==> config.mk <==
export PLATFORM = sky130hd
export DESIGN_NAME = dcs_dma_arb
export DESIGN_NICKNAME = d
export VERILOG_FILES = /design/src/dcs_pkg.sv /design/src/dcs_dma_arb.sv
export SDC_FILE = /design/constraint.sdc
export NUM_CORES = 1
export LEC_CHECK = 0
export BUFFER_PORTS_ARGS = -buffer_cell sky130_fd_sc_hd__buf_2
export CAP_MARGIN = 20
export CORE_ASPECT_RATIO = 0.7
export CORE_UTILIZATION = 23
export DETAILED_ROUTE_END_ITERATION = 8
export GPL_ROUTABILITY_DRIVEN = 0
export PLACE_DENSITY = 0.46
export SLEW_MARGIN = 20
export SYNTH_ARGS = -nofsm -noshare
export SYNTH_HDL_FRONTEND = slang
export SYNTH_SLANG_ARGS = --single-unit
==> constraint.sdc <==
create_clock -name clk_i -period 6.89 [get_ports clk_i]
set_clock_uncertainty 0.2 [all_clocks]
set_input_delay 0.689 -clock clk_i [delete_from_list [all_inputs] [get_ports clk_i]]
set_output_delay 0.689 -clock clk_i [all_outputs]
set_load 0.03 [all_outputs]
==> src/dcs_pkg.sv <==
// How it works
// Mode bit 2 set selects cycle steal for the channel, clear selects burst.
// Software must pair cycle steal with edge sensing, never level sensing.
// In cycle steal the request flag clears when the first transfer cycle starts.
// After one cycle steal unit, return the bus unless some channel still requests.
// Cycle steal re-arbitrates at the end of every transfer cycle.
// Cycle steal clears the flag per unit but keeps enable; next request resumes.
// Counter zero (single) or counter and block zero (chain) clear enable, end all.
// Requester drops its pin low before cycle end; flag sets again, next unit runs.
// Refresh or other higher bus users take the bus before any DMA channel.
// Control bit 0 picks fixed (0) or rotating (1) priority; resets to fixed.
// Fixed order is channel 0,1,2,3; rotating starts in that same order.
// Burst evaluates priority only at first acceptance; cycle steal every cycle.
// Rotating: a normally finished channel becomes lowest, the others move up.
// Rotating order stays unchanged when a transfer is forced to end.
// A request is accepted only while its flag and enable bit are both one.
// Bus priority: refresh, then external hold, then DMA, then CPU.
// Edge sensing (bit 4 zero, reset default) sets the flag on a falling pin edge.
// Several pending channels: grant only the highest in the current order.
`default_nettype none
package dcs_pkg;

	// ------------------------------------------------------------
	// Register byte addresses
	// ------------------------------------------------------------
	localparam logic [7:0] ADR_CTRL     = 8'h00;
	localparam logic [7:0] ADR_STATE    = 8'h04;
	localparam logic [7:0] ADR_IRQ_STAT = 8'h08;
	localparam logic [7:0] ADR_IRQ_EN   = 8'h0C;
	localparam logic [7:0] ADR_IRQ_CLR  = 8'h10;
	localparam logic [7:0] ADR_CH_BASE  = 8'h20; // Channel i config at +8*i
	localparam logic [7:0] ADR_CH_CNT   = 8'h04; // Count word beside config

	// ------------------------------------------------------------
	// Field positions
	// ------------------------------------------------------------
	localparam int BIT_PRIO_ROT = 0;
	localparam int BIT_EN       = 0;
	localparam int BIT_SWREQ    = 1;
	localparam int BIT_CSTEAL   = 2;
	localparam int BIT_CHAIN    = 3;
	localparam int BIT_LEVEL    = 4;
	localparam int BIT_REQ      = 5;

	// ------------------------------------------------------------
	// Reset values and timing
	// ------------------------------------------------------------
	localparam logic [3:0] RST_ZERO4 = 4'h0;
	localparam logic [3:0] UNIT_CYC  = 4'h4; // Clocks per transfer unit

	typedef enum logic [1:0] {
		ST_CPU,
		ST_OTHER,
		ST_XFER
	} dcs_state_t;

endpackage
`default_nettype wire

==> src/dcs_dma_arb.sv <==
// The Wishbone interface to the registers and the register offsets were chosen for this implementation.
`default_nettype none
module dcs_dma_arb #(
	parameter int NCH = 4
) (
	input  wire logic        clk_i,
	input  wire logic        rst_i,
	input  wire logic        wb_cyc_i,
	input  wire logic        wb_stb_i,
	input  wire logic        wb_we_i,
	input  wire logic [7:0]  wb_adr_i,
	input  wire logic [3:0]  wb_sel_i,
	input  wire logic [31:0] wb_dat_i,
	output logic [31:0]      wb_dat_o,
	output logic             wb_ack_o,
	input  wire logic [3:0]  channel_request_pin_n_i,
	input  wire logic        terminate_count_pin_n_i,
	input  wire logic        refresh_req_i,
	input  wire logic        hold_req_i,
	output logic             refresh_gnt_o,
	output logic             hold_gnt_o,
	output logic             dma_own_o,
	output logic [1:0]       xfer_ch_o,
	output logic             xfer_start_o,
	output logic             irq_o
);

	// ------------------------------------------------------------
	// State record
	// ------------------------------------------------------------
	typedef struct packed {
		// Bus slave answer
		logic                 ack;
		logic [31:0]          dat;
		logic                 irq;
		// Software-visible configuration and status
		logic                 rot;
		logic [1:0]           base;
		logic [7:0]           ist;
		logic [7:0]           ien;
		logic [3:0]           en;
		logic [3:0]           req;
		logic [3:0]           cs;
		logic [3:0]           chain;
		logic [3:0]           lvl;
		logic [3:0][15:0]     cnt;
		logic [3:0][15:0]     rld;
		logic [3:0][7:0]      blk;
		// Sequencer and the unit in flight
		dcs_pkg::dcs_state_t  st;
		logic [1:0]           ch;
		logic                 lock;
		logic [3:0]           ucnt;
		logic                 tch;
		logic                 start;
		// Grants, kept as flops so outputs need no decode
		logic                 gref;
		logic                 ghold;
		logic                 own;
		// Pin synchronisers; the third request flop finds edges
		logic [3:0]           s1;
		logic [3:0]           s2;
		logic [3:0]           s3;
		logic                 t1;
		logic                 t2;
	} dcs_state_rec_t;

	dcs_state_rec_t r_reg;
	dcs_state_rec_t r_next;

	// ------------------------------------------------------------
	// Helpers
	// ------------------------------------------------------------
	// Highest eligible channel starting from the current top rank
	// Scans from lowest rank up so the top rank is written last
	function automatic logic [2:0] dcs_pick(input logic [3:0] elig,
		input logic [1:0] top);
		logic [2:0] res;
		logic [1:0] idx;
		res = 3'h0;
		idx = 2'h0;
		for (int k = 3; k >= 0; k--) begin
			idx = top + 2'(k);
			if (elig[idx]) begin
				res = {1'b1, idx};
			end
		end
		return res;
	endfunction

	// Channel block decode, shared by the read and write paths
	function automatic logic dcs_is_ch(input logic [7:0] adr);
		return adr[7:5] == dcs_pkg::ADR_CH_BASE[7:5] && !adr[1];
	endfunction

	// Byte lane merge for wider fields
	// Only the count word honours lanes; other registers need lane 0
	function automatic logic [31:0] dcs_merge(input logic [31:0] old,
		input logic [31:0] wd, input logic [3:0] sel);
		logic [31:0] m;
		m = old;
		for (int b = 0; b < 4; b++) begin
			if (sel[b]) begin
				m[b*8 +: 8] = wd[b*8 +: 8];
			end
		end
		return m;
	endfunction

	// ------------------------------------------------------------
	// Next state
	// ------------------------------------------------------------
	always_comb begin
		logic        wr;
		logic        rd;
		logic [3:0]  fall;
		logic [3:0]  swset;
		logic [3:0]  elig;
		logic [2:0]  pk;
		logic        arb;
		logic [1:0]  c;
		logic [1:0]  top;
		logic [2:0]  ci;
		logic [31:0] w;
		wr = 1'b0;
		rd = 1'b0;
		fall = 4'h0;
		swset = 4'h0;
		elig = 4'h0;
		pk = 3'h0;
		arb = 1'b0;
		c = r_reg.ch;
		top = 2'h0;
		ci = 3'h0;
		w = 32'h0;
		r_next = r_reg;
		r_next.ack = 1'b0;
		r_next.start = 1'b0;

		// Pins pass two flops; the third only serves edge detection
		// Idle level is high and the flops reset high, so no false edge
		r_next.s1 = channel_request_pin_n_i;
		r_next.s2 = r_reg.s1;
		r_next.s3 = r_reg.s2;
		r_next.t1 = terminate_count_pin_n_i;
		r_next.t2 = r_reg.t1;
		fall = r_reg.s3 & ~r_reg.s2;

		// Bus slave: answer one clock after the request appears
		// A request still held while ack is high is not taken twice
		if (wb_cyc_i && wb_stb_i && !r_reg.ack) begin
			r_next.ack = 1'b1;
			wr = wb_we_i;
			rd = !wb_we_i;
		end
		ci = {1'b0, wb_adr_i[4:3]};
		// Read data is captured only on a taken read, then held
		if (rd) begin
			r_next.dat = 32'h0;
			case (wb_adr_i)
				dcs_pkg::ADR_CTRL: r_next.dat[0] = r_reg.rot;
				dcs_pkg::ADR_STATE: r_next.dat = {16'h0, r_reg.en,
					r_reg.req, 2'h0, r_reg.base, 1'b0,
					r_reg.own, r_reg.ch};
				dcs_pkg::ADR_IRQ_STAT: r_next.dat[7:0] = r_reg.ist;
				dcs_pkg::ADR_IRQ_EN: r_next.dat[7:0] = r_reg.ien;
				default: begin
					if (dcs_is_ch(wb_adr_i)) begin
						if (wb_adr_i[2]) begin
							r_next.dat = {8'h0, r_reg.blk[ci[1:0]],
								r_reg.cnt[ci[1:0]]};
						end else begin
							r_next.dat[5:0] = {r_reg.req[ci[1:0]],
								r_reg.lvl[ci[1:0]], r_reg.chain[ci[1:0]],
								r_reg.cs[ci[1:0]], 1'b0, r_reg.en[ci[1:0]]};
						end
					end
				end
			endcase
		end
		// Writes land at the taking edge, the same edge that raises ack
		if (wr) begin
			case (wb_adr_i)
				dcs_pkg::ADR_CTRL: if (wb_sel_i[0]) begin
					r_next.rot = wb_dat_i[dcs_pkg::BIT_PRIO_ROT];
				end
				dcs_pkg::ADR_IRQ_EN: if (wb_sel_i[0]) begin
					r_next.ien = wb_dat_i[7:0];
				end
				dcs_pkg::ADR_IRQ_CLR: if (wb_sel_i[0]) begin
					r_next.ist = r_reg.ist & ~wb_dat_i[7:0];
				end
				default: begin
					if (dcs_is_ch(wb_adr_i)) begin
						if (wb_adr_i[2]) begin
							w = dcs_merge({8'h0, r_reg.blk[ci[1:0]],
								r_reg.cnt[ci[1:0]]}, wb_dat_i, wb_sel_i);
							r_next.cnt[ci[1:0]] = w[15:0];
							r_next.rld[ci[1:0]] = w[15:0];
							r_next.blk[ci[1:0]] = w[23:16];
						end else if (wb_sel_i[0]) begin
							r_next.en[ci[1:0]] = wb_dat_i[dcs_pkg::BIT_EN];
							r_next.cs[ci[1:0]] = wb_dat_i[dcs_pkg::BIT_CSTEAL];
							r_next.chain[ci[1:0]] =
								wb_dat_i[dcs_pkg::BIT_CHAIN];
							r_next.lvl[ci[1:0]] = wb_dat_i[dcs_pkg::BIT_LEVEL];
							swset[ci[1:0]] = wb_dat_i[dcs_pkg::BIT_SWREQ];
							if (!wb_dat_i[dcs_pkg::BIT_EN]) begin
								r_next.req[ci[1:0]] = 1'b0;
							end
						end
					end
				end
			endcase
		end

		// Sequencer; a forced end waits for the running unit to finish
		// Idle and lent states re-arbitrate on every clock
		case (r_reg.st)
			dcs_pkg::ST_CPU: arb = 1'b1;
			dcs_pkg::ST_OTHER: arb = 1'b1;
			dcs_pkg::ST_XFER: begin
				r_next.ucnt = r_reg.ucnt - 4'h1;
				// Latch a terminate pulse so a short one is not lost
				if (!r_reg.t2) begin
					r_next.tch = 1'b1;
				end
				if (r_reg.ucnt == 4'h1) begin
					arb = 1'b1;
					if (r_reg.tch || !r_reg.t2 || !r_next.en[c]) begin
						// Forced end leaves the rotation alone
						r_next.en[c] = 1'b0;
						r_next.req[c] = 1'b0;
						r_next.ist[c + 3'h4] = 1'b1;
						r_next.lock = 1'b0;
					end else if (r_reg.cnt[c] == 16'h1) begin
						// Another block follows: counter restarts from reload
						if (r_reg.chain[c] && r_reg.blk[c] != 8'h0) begin
							r_next.blk[c] = r_reg.blk[c] - 8'h1;
							r_next.cnt[c] = r_reg.rld[c];
						end else begin
							// Last unit of the last block: stop and report
							r_next.cnt[c] = 16'h0;
							r_next.en[c] = 1'b0;
							r_next.req[c] = 1'b0;
							r_next.ist[c] = 1'b1;
							r_next.lock = 1'b0;
							if (r_reg.rot) begin
								r_next.base = c + 2'h1;
							end
						end
					end else begin
						// Enable stays set between cycle steal units
						r_next.cnt[c] = r_reg.cnt[c] - 16'h1;
					end
				end
			end
			default: arb = 1'b1;
		endcase

		// Arbitration point: other bus users first, then DMA, else CPU
		// Next-state flags let a finishing channel free its slot at once
		if (arb) begin
			r_next.gref = 1'b0;
			r_next.ghold = 1'b0;
			elig = r_next.req & r_next.en;
			top = r_reg.rot ? r_next.base : 2'h0;
			pk = dcs_pick(elig, top);
			// Refresh then hold outrank every channel
			if (refresh_req_i) begin
				r_next.st = dcs_pkg::ST_OTHER;
				r_next.gref = 1'b1;
			end else if (hold_req_i) begin
				r_next.st = dcs_pkg::ST_OTHER;
				r_next.ghold = 1'b1;
			end else if (r_next.lock && elig[r_reg.ch]
				&& !r_reg.cs[r_reg.ch]) begin
				// Burst keeps its channel until it finishes
				r_next.st = dcs_pkg::ST_XFER;
				r_next.ucnt = dcs_pkg::UNIT_CYC;
				r_next.start = 1'b1;
				r_next.tch = 1'b0;
			end else if (pk[2]) begin
				r_next.st = dcs_pkg::ST_XFER;
				r_next.ch = pk[1:0];
				r_next.ucnt = dcs_pkg::UNIT_CYC;
				r_next.start = 1'b1;
				r_next.tch = 1'b0;
				r_next.lock = !r_next.cs[pk[1:0]];
				if (r_next.cs[pk[1:0]]) begin
					r_next.req[pk[1:0]] = 1'b0;
				end
			end else begin
				// Nobody asks, bus goes back to the CPU
				r_next.st = dcs_pkg::ST_CPU;
				r_next.lock = 1'b0;
			end
		end

		// Request flags last so a new edge beats any clear
		// Level sense follows the pin only in burst; cycle steal uses edges
		for (int i = 0; i < NCH; i++) begin
			if (r_next.lvl[i] && !r_next.cs[i]) begin
				r_next.req[i] = ~r_reg.s2[i];
			end else if (fall[i] || swset[i]) begin
				r_next.req[i] = 1'b1;
			end
		end
		r_next.irq = |(r_next.ist & r_next.ien);
		// Ownership flag registered so the output needs no decode
		r_next.own = r_next.st == dcs_pkg::ST_XFER;
	end

	// ------------------------------------------------------------
	// State register
	// ------------------------------------------------------------
	// Synchronous reset; fields not named here clear to zero
	always_ff @(posedge clk_i) begin
		if (rst_i) begin
			r_reg <= '0;
			// Active-low pins idle high, so their flops reset high
			r_reg.s1 <= ~dcs_pkg::RST_ZERO4;
			r_reg.s2 <= ~dcs_pkg::RST_ZERO4;
			r_reg.s3 <= ~dcs_pkg::RST_ZERO4;
			r_reg.t1 <= 1'b1;
			r_reg.t2 <= 1'b1;
			r_reg.st <= dcs_pkg::ST_CPU;
		end else begin
			r_reg <= r_next;
		end
	end

	// ------------------------------------------------------------
	// Outputs straight from the record
	// ------------------------------------------------------------
	assign wb_dat_o      = r_reg.dat;
	assign wb_ack_o      = r_reg.ack;
	assign irq_o         = r_reg.irq;
	assign refresh_gnt_o = r_reg.gref;
	assign hold_gnt_o    = r_reg.ghold;
	assign dma_own_o     = r_reg.own;
	assign xfer_ch_o     = r_reg.ch;
	assign xfer_start_o  = r_reg.start;

endmodule
`default_nettype wire

==> results.md, run 1 <==
* Post-synth top flop: dfxtp_1
* Sink Count at roughly 250
* Cell Area, Synth at around 14000 um^2
* Detail Route Antenna Nets at 0
* # hold bufs at CTS at 0
* Detailed Routing Iterations Pass 1 at 7
* Clk Latency, worst-skew pair at between 0.5 and 0.6 ns
* Reg2Reg Launch Point: xfer_ch_o[0]
* Most instantiated cells after synthesis: nor2_1, dfxtp_1, a211oi_1
* Post-CTS sizing at 0
* Vias in the first global route at 11174
* DR iter-0 viols at just under 900
* Asr flop ratio synth at 0%
* Min-Delay Path Depth at 2
* Avg Vias per Cell at 5.04
* Cell taking the most area after synthesis: dfxtp_1
* Hold slack at 0.101 ns
* Reg2Reg Setup Slack at roughly 1.6 ns
* Cell Pwr Density at between 200 and 250 nW/um^2
* Post-layout util at 26.6%
* Setup TNS at 0 ns
* GRT Total Usage at between 10% and 20%
* I/O pin count at 96
* Unique masters post-synth at a little under 80
* Tightest Pin Transition at between 1 and 1.5 ns
* Setup Crit Path Kind: register to register
* Status: complete, no violations
* Unrepaired setup endpoints after global routing: false
* Final wirelength at 45900 um
* Final Cycle Share at between 70 and 80%
* Hold_sp: channel_request_pin_n_i[2]
* Core area at between 50000 and 60000 um^2
* Detailed-route DRC error count at 0
* Class of the worst hold path: input pin to register
* Syn-to-layout area delta at 14.0%
* Final Max Tran Viols at 0
* Min Tclk post-route at between 5 and 6 ns
* Ys Warns at 0
* Fmax at ~0.19 GHz
* Layout cell share with drive strength beyond 1 at between 10% and 20%
* Synthesized area per cell at between 8 and 9 um^2
* Die width at approximately 300 um
* Largest net degree at the start of global routing at 98
* First-pass GRT wire length at 70100 um
* Static leakage at roughly 0.0054 uW
* Worst r2r dst: r_reg[200]
* Initial core utilization at about a quarter
* Critical Path End Type: register
* Post-synthesis sequential area ratio at between 30% and 40%
* Critical path fanouts, max at 27
* FP Rows at 74
* #FFs+latches synth at 253
* Post-CTS Setup Repair Bufs at 0
* Max cap viols at 0
* CTS tree: done
* Post-layout net count at 1623
* Overflow after GRT at 0
* Antenna violations before repair at 0
* Post-synth EDFFs at 0
* Critical Path AT at roughly 5.5 ns
* WL per Instance at ~19 um
* Final hold vios at 0
* CTS H-tree depth at 1
* Die height at ~210 um
* Setup violations, final at 0
* Antenna cells at 0
* Hold Path End: r_next[8]
* Clk root buf: clkbuf_16
* Clock buffer depth at 3
* VDD IR-drop max at ~170 uV
* Via Count at between 10000 and 15000
* Reg2Reg Depth at 12
* Top-count cell post-synth: nor2_1
* Worst EP required at 7.12 ns
* Top post-synthesis cells by area: dfxtp_1, mux4_2, nor2_1
* Syn Inst Count at 1570
* CP Launch Type: register
* Inserted Clock Buffers at 27
* Die area at around 61000 um^2
* Yosys top cell area share at 37.0%
* Clk slew on worst S/H paths at approximately 0.070 ns
* Post-DP HPWL at 31300 um
* IO buf count at a little under 80
* Max_slew headroom at approximately 27%
==> area by class of cell <==
cell class	instances	area [um^2]
Multi-Input combinational cell	1151	7910
Timing Repair Buffer	107	652
Clock inverter	18	196
Inverter	18	67.6
Fill cell	6271	43000
Sequential cell	253	5070
Tap cell	798	998
Clock buffer	32	724
==> how the worst max path moves through the flow <==
| stage | startpoint | to | slack (ns) | cells past startpoint |
|---|---|---|---|---|
| 3_5_place_dp | xfer_ch_o[0] | r_reg[200] | 1.66 | 12 |
| 2_1_floorplan | xfer_ch_o[1] | r_reg[23] | 2.04 | 18 |
| 6_report | xfer_ch_o[0] | r_reg[200] | 1.62 | 12 |
| 3_3_place_gp | xfer_ch_o[0] | r_reg[200] | 1.71 | 12 |
| 5_1_grt | xfer_ch_o[0] | r_reg[200] | 1.40 | 12 |
| 4_1_cts | xfer_ch_o[0] | r_reg[200] | 1.63 | 12 |
==> cell usage in the layout (no fill, tap or decap), drive strengths merged, types with 17 or more instances in the layout <==
cell type / n
mux2i: 54
nand2b: 17
a22o: 18
nor2: 361
inv: 19
buf: 107
clkbuf: 32
nor3: 38
o21ai: 41
nand2: 92
dfxtp: 253
or2: 18
a211oi: 128
mux4: 70
a21oi: 121
==> cell families (layout without fill, tap and decap cells) <==
group                      Yosys count  in the layout  synth area share (%)
and+or+nand+nor                    591            591                  19.3
AOI/OAI and AO/OA                  385            385                  19.1
muxes                              136            136                  16.5
adders and majority gates            9              9                 0.822
xor gates and xnor gates            22             22                  1.41
DFF                                253            253                  37.0
other                                1              8                0.0274
buffers and inverters              173            175                  5.93
==> power by group <==
part | switching, uW | leakage [uW] | internal (uW) | total (uW)
clock | 673 | 0.000441 | 872 | 1550
sequential | 7.45 | 0.00204 | 1470 | 1480
combinational | 122 | 0.00290 | 46.0 | 168
total | 802 | 0.00539 | 2390 | 3190
==> per-stage QoR <==
step	cell area (um^2)	power (uW)	setup slack [ns]	instances
2_1_floorplan	13700	1630	2.04	1577
3_3_place_gp	14700	1680	1.71	2327
3_5_place_dp	14700	1680	1.66	2327
4_1_cts	15600	3230	1.63	2377
5_1_grt	15600	3300	1.40	2377
6_report	15600	3190	1.62	2377
==> worst max-delay path, cell delays in order (launching register included) <==
cell	delay [ns]
dfxtp_4	0.74
buf_12	0.25
mux4_2	0.58
or4_1	0.57
o31a_1	0.42
nor2_2	0.33
and4_4	0.34
mux2_4	0.34
or3_1	0.38
and4_4	0.19
a211o_4	0.31
nor3_1	0.33
o22ai_1	0.11
==> routing by layer <==
layer	track usage, %	up-vias	routed length, um
met3	2.83	54	3280
met1	23.5	5865	23700
met4	3.09	0	826
li1	-	5644	-
met5	0	-	0
met2	20.5	416	18100
No activity file was read; power rests on OpenSTA's default activity.
==> run 2: changes to the inputs <==
--- a/config.mk
+++ b/config.mk
@@ -11,7 +11,7 @@
 export CORE_UTILIZATION = 23
 export DETAILED_ROUTE_END_ITERATION = 8
 export GPL_ROUTABILITY_DRIVEN = 0
-export PLACE_DENSITY = 0.46
+export PLACE_DENSITY = 0.48
 export SLEW_MARGIN = 20
 export SYNTH_ARGS = -nofsm -noshare
 export SYNTH_HDL_FRONTEND = slang
==> constraint.sdc (replaced) <==
create_clock -name clk_i -period 4.34 [get_ports clk_i]
set_clock_uncertainty 0.2 [all_clocks]
set_input_delay 0.434 -clock clk_i [delete_from_list [all_inputs] [get_ports clk_i]]
set_output_delay 0.434 -clock clk_i [all_outputs]
set_load 0.03 [all_outputs]
==> run 2 against run 1 <==
  * Flip-flop and latch count did not move
  * Non-clock buffer count rose by 86
  * Highest routed layer is now met5
  * Core utilization rose by 1.7 points
  * Combinational power rose by 67%
  * Worst hold slack got worse by 0.080 ns
  * Largest power group is now registers
  * Via count rose by 2.9%
  * Critical endpoint is now xfer_ch_o[0]
==> results.md, run 2 (synthesized netlist as in run 1, its figures left out) <==
* Status: complete, no violations
* Worst r2r dst: xfer_ch_o[0]
* IO buf count at approximately 80
* Min-Delay Path Depth at 3
* Vias in the first global route at 11377
* Unrepaired setup endpoints after global routing: true
* Avg Vias per Cell at 5.01
* Detail Route Antenna Nets at 0
* Clk root buf: clkbuf_16
* Detailed-route DRC error count at 0
* Clock buffer depth at 3
* Die width at 294 um
* Overflow after GRT at 0
* Post-DP HPWL at ~33000 um
* Placed Cells incl. Taps at about 2400
* Min Tclk post-route at 4.27 ns
* Class of the worst hold path: input pin to register
* Critical path fanouts, max at 6
* Hold_sp: wb_dat_i[6]
* CTS H-tree depth at 1
* Post-Layout Cell Count at about 2500
* Reg2Reg Launch Point: xfer_ch_o[0]
* Max cap viols at 0
* Most frequent cells in the layout: nor2_1, dfxtp_1, a211oi_1
* Cell Pwr Density at around 300 nW/um^2
* I/O pin count at 96
* Reg2Reg Depth at 12
* Static leakage at about 0.0059 uW
* Final Max Tran Viols at 0
* First-pass GRT wire length at slightly above 70000 um
* Setup Crit Path Kind: register to register
* Critical Path AT at ~4.5 ns
* GRT Total Usage at roughly 15%
* Tightest Pin Transition at ~1.1 ns
* Final Cycle Share at roughly 100%
* Max_slew headroom at 28.1%
* Core area at ~59000 um^2
* Fmax at ~0.23 GHz
* Setup TNS at 0 ns
* Post-layout net count at approximately 1700
* Reg2Reg Setup Slack at slightly above 0.07 ns
* Final wirelength at 47000 um
* Die height at between 200 and 250 um
* DR iter-0 viols at 1196
* Largest net degree at the start of global routing at ~140
* Sink Count at between 200 and 300
* Clk slew on worst S/H paths at approximately 0.060 ns
* Antenna violations before repair at 1
* Via Count at roughly 12000
* Layout cell share with drive strength beyond 1 at between 20% and 30%
* Clk Latency, worst-skew pair at between 0.5 and 0.6 ns
* Initial core utilization at a little under a quarter
* Final Total Pwr at slightly below 5000 uW
* CP Launch Type: register
* Hold Path End: r_reg[214]
* VDD IR-drop max at between 200 and 250 uV
* Die area at around 61000 um^2
* Post-layout util at 28.3%
* CTS tree: done
* WL per Instance at 19.1 um
* Setup violations, final at 0
* Worst EP required at about 4.5 ns
* Final hold vios at 0
* Inserted Clock Buffers at 27
* Critical Path End Type: register
* Commonest non-fill, non-tap cell in the layout: nor2_1
* FP Rows at 74
* Syn-to-layout area delta at 21.0%
* Detailed Routing Iterations Pass 1 at 5
[run 2: cell types whose count changed in the layout (fill, tap and decap cells not counted), sizes merged, moves of 4 or more]
cell,delta
dlygate4sd3,+9
buf,+76
clkinvlp,-5
clkbuf,+4
[run 2: timing repair]
action                                 CTS  global route
endpoints found under the hold margin    8             0
setup buffers                            5             4
setup endpoints to repair                1             7
cloned                                   1             0
resized for setup                        2            29
pin swaps                                1             5
hold buffers                             9             0
[run 2: final cells by class]
type | instances | area, um^2
Tap cell | 798 | 998
Multi-Input combinational cell | 1151 | 8090
Timing Repair Buffer | 193 | 1510
Sequential cell | 253 | 5070
Antenna cell | 1 | 2.50
Clock inverter | 11 | 113
Fill cell | 6233 | 42000
Inverter | 18 | 67.6
Clock buffer | 36 | 739
[run 2: worst max-delay path by stage]
stage          cells past startpoint           end  slack, ns         start
6_report                          12  xfer_ch_o[0]       0.07  xfer_ch_o[0]
5_1_grt                           11    r_reg[200]      -0.04  xfer_ch_o[0]
4_1_cts                           13  xfer_ch_o[0]       0.02  xfer_ch_o[0]
3_5_place_dp                      15  xfer_ch_o[0]      -0.14   wb_adr_i[1]
3_3_place_gp                      15  xfer_ch_o[0]      -0.16   wb_adr_i[1]
2_1_floorplan                     17     r_reg[23]       0.02  xfer_ch_o[0]
[run 2: stage by stage]
| stage | hold slack [ns] | worst slack [ns] | cell area, um^2 |
|---|---|---|---|
| after floorplan | 0.189 | 0.0190 | 13800 |
| after detailed placement | 0.196 | -0.139 | 15300 |
| after CTS | 0.0112 | 0.0207 | 16400 |
| final | 0.0208 | 0.0725 | 16600 |
| after global routing | 0.0304 | -0.0383 | 16600 |
| after global placement | 0.192 | -0.156 | 15300 |
[run 2: power breakdown]
| part | total (uW) | switching, uW | internal, uW |
|---|---|---|---|
| clock | 2320 | 1010 | 1310 |
| sequential | 2350 | 11.3 | 2340 |
| combinational | 281 | 196 | 85.8 |
| total | 4950 | 1220 | 3740 |
[run 2: critical path: stages (launching register included)]
cell	delay [ns]
dfxtp_4	0.46
mux4_2	0.54
or4_4	0.55
o31a_1	0.36
or3_4	0.39
buf_4	0.16
a31oi_4	0.23
nor2_4	0.09
o41ai_4	0.39
nand2b_4	0.20
buf_4	0.12
nor2_1	0.05
a211oi_2	0.37
[run 2: routing by layer]
metal,global-route usage (%),share of wire [%],up-vias
li1,-,-,5789
met1,23.4,50,6039
met2,20.9,40,441
met3,3.69,8.3,61
met4,3.22,2.0,2
met5,0,0.026,-
==> run 3: changes to the inputs <==
--- a/config.mk
+++ b/config.mk
@@ -8,6 +8,7 @@
 export BUFFER_PORTS_ARGS = -buffer_cell sky130_fd_sc_hd__buf_2
 export CAP_MARGIN = 20
 export CORE_ASPECT_RATIO = 0.7
+export CORE_MARGIN = 8
 export CORE_UTILIZATION = 23
 export DETAILED_ROUTE_END_ITERATION = 8
 export GPL_ROUTABILITY_DRIVEN = 0
==> run 3 against run 2 <==
  * The flow now finishes with violations (negative setup slack)
  * Critical path depth unchanged
  * Sequential share of layout area decreased by 0.11 points
  * Sequential power about the same
  * Non-clock buffer count increased by 22
  * Clock-buffer cell count decreased by 1
  * Combinational power increased by 2%
==> results.md, run 3 (synthesized netlist as in run 1, its figures left out) <==
* Status: finished, violations left
* Violated checks: negative setup slack
* GRT Total Usage at ~14%
* Initial core utilization at 23.1%
* CTS H-tree depth at 1
* Reg2Reg Setup Slack at -0.03 ns
* VDD IR-drop max at between 200 and 300 uV
* Max_slew headroom at a little over a third
* Syn-to-layout area delta at 21.4%
* Class of the worst hold path: input pin to register
* Critical path buffer and inverter count at 1
* Fmax at about 0.23 GHz
* Static leakage at between 0.005 and 0.006 uW
* Antenna violations before repair at 0
* Detailed-route DRC error count at 0
* Critical Path End Type: register
* Clk slew on worst S/H paths at 0.07 ns
* Hold slack at 0.0701 ns
* WL per Instance at between 15 and 20 um
* Reg2Reg Depth at 12
* Setup TNS at -0.0843 ns
* Largest stage delay, worst path at approximately 0.56 ns
* Slowest-stage cell, CP: or4_4
* Detailed Routing Iterations Pass 1 at 5
* Cell Pwr Density at 302 nW/um^2
* Overflow after GRT at 0
* Setup Crit Path Kind: register to register
* Final hold vios at 0
* CP endpoint: r_reg[23]
* Critical path fanouts, max at 6
* Commonest non-fill, non-tap cell in the layout: nor2_1
* First-pass GRT wire length at roughly 74000 um
* Final Cycle Share at 101%
* Worst EP required at 4.59 ns
* Inserted Clock Buffers at 26
* Slack of the critical path at -0.0317 ns
* Crit path from: xfer_ch_o[0]
* Worst r2r dst: r_reg[23]
* Finished layout cell area at 16600 um^2
* Max cap viols at 0
* Clk Latency, worst-skew pair at around 0.57 ns
* Die area at about 68000 um^2
* CTS tree: done
* Reg2Reg Launch Point: xfer_ch_o[0]
* Sink Count at 253
* Final wirelength at 48700 um
* Core area at about 60000 um^2
* Tightest Pin Transition at about 0.94 ns
* Layout cell share with drive strength beyond 1 at a little under a quarter
* Cell Chain, Critical Path: buf_6 -> mux4_2 -> or4_4 -> o31a_1 -> or3_4 -> a31oi_4 -> a21o_1 -> a31oi_1 -> o221a_2 -> a211o_4 -> a221oi_1 -> nor3_1
* Setup violations, final at 3
* Most frequent cells in the layout: nor2_1, dfxtp_1, a211oi_1
* Critical Path AT at ~4.6 ns
* Post-DP HPWL at 33900 um
* Die width at just over 300 um
* Clk root buf: clkbuf_16
* Detail Route Antenna Nets at 0
* WP depth at 12
* I/O pin count at 96
* Crit-path leading delay family: compound AO/OA/AOI/OAI gates
* CP Launch Type: register
* Vias in the first global route at 11727
* Clock buffer depth at 3
* DR iter-0 viols at 1202
* Largest net degree at the start of global routing at 84
* Filler cells at roughly 6300
* Post-layout net count at 1730
* FP Rows at 75
* Antenna cells at 0
* Min Tclk post-route at ~4.4 ns
* Final Max Tran Viols at 0
* DP Area at between 15000 and 20000 um^2
* IO buf count at 78
* Via Count at roughly 13000
* Avg Vias per Cell at between 5 and 6
* Unrepaired setup endpoints after global routing: true
* Die height at roughly 220 um
[run 3: power by group]
group          total (uW)  switching (uW)  internal, uW
Sequential           2350            12.1          2340
Combinational         288             201          86.4
Clock                2390            1040          1350
[run 3: how the worst min path moves through the flow]
stage	start	to	slack, ns	cells after the start
6_report	wb_dat_i[6]	r_reg[214]	0.07	3
5_1_grt	wb_dat_i[6]	r_reg[222]	0.05	4
4_1_cts	wb_dat_i[6]	r_reg[214]	0.01	3
3_5_place_dp	r_next[9]	r_next[5]	0.19	1
3_3_place_gp	r_next[8]	r_next[4]	0.19	1
2_1_floorplan	r_next[6]	r_next[2]	0.19	1
[run 3: metal layers]
metal,track usage (%),up-vias,wire (um)
met3,2.46,54,3570
met5,0,-,0
met2,19.0,484,19200
li1,-,5840,-
met1,21.7,6186,25000
met4,2.83,0,854
[run 3: worst register-to-register path, delay by kind of cell, from the launching register on]
family          cells  cell delay (ns)
simple gates        3             1.06
flops               1             0.44
compound gates      7             1.91
buf+inv             1             0.13
mux                 1             0.50
[run 3: final cells by class]
type | instances | area (um^2) | area share [%]
Clock inverter | 10 | 149 | 0.895
Inverter | 18 | 67.6 | 0.406
Multi-Input combinational cell | 1151 | 8030 | 48.2
Clock buffer | 35 | 724 | 4.35
Timing Repair Buffer | 215 | 1590 | 9.56
Tap cell | 808 | 1010 | 6.08
Sequential cell | 253 | 5070 | 30.5
[run 3: what timing repair did]
item,in CTS,in global routing
resized for setup,3,26
pin swaps,1,10
hold buffers,12,0
setup endpoints to repair,3,7
endpoints found under the hold margin,12,0
buffers inserted,0,13
[run 3: metrics by stage]
| stage | utilization [%] | cells | setup slack, ns | power (uW) |
|---|---|---|---|---|
| 3_3_place_gp | 25.9 | 2420 | 0.00285 | 2680 |
| 4_1_cts | 27.6 | 2477 | 0.0175 | 5080 |
| 5_1_grt | 28.0 | 2490 | -0.131 | 5200 |
| 2_1_floorplan | - | 1577 | 0.0190 | 2580 |
| 3_5_place_dp | 25.9 | 2420 | -0.0310 | 2680 |
| 6_report | 28.0 | 2490 | -0.0317 | 5030 |
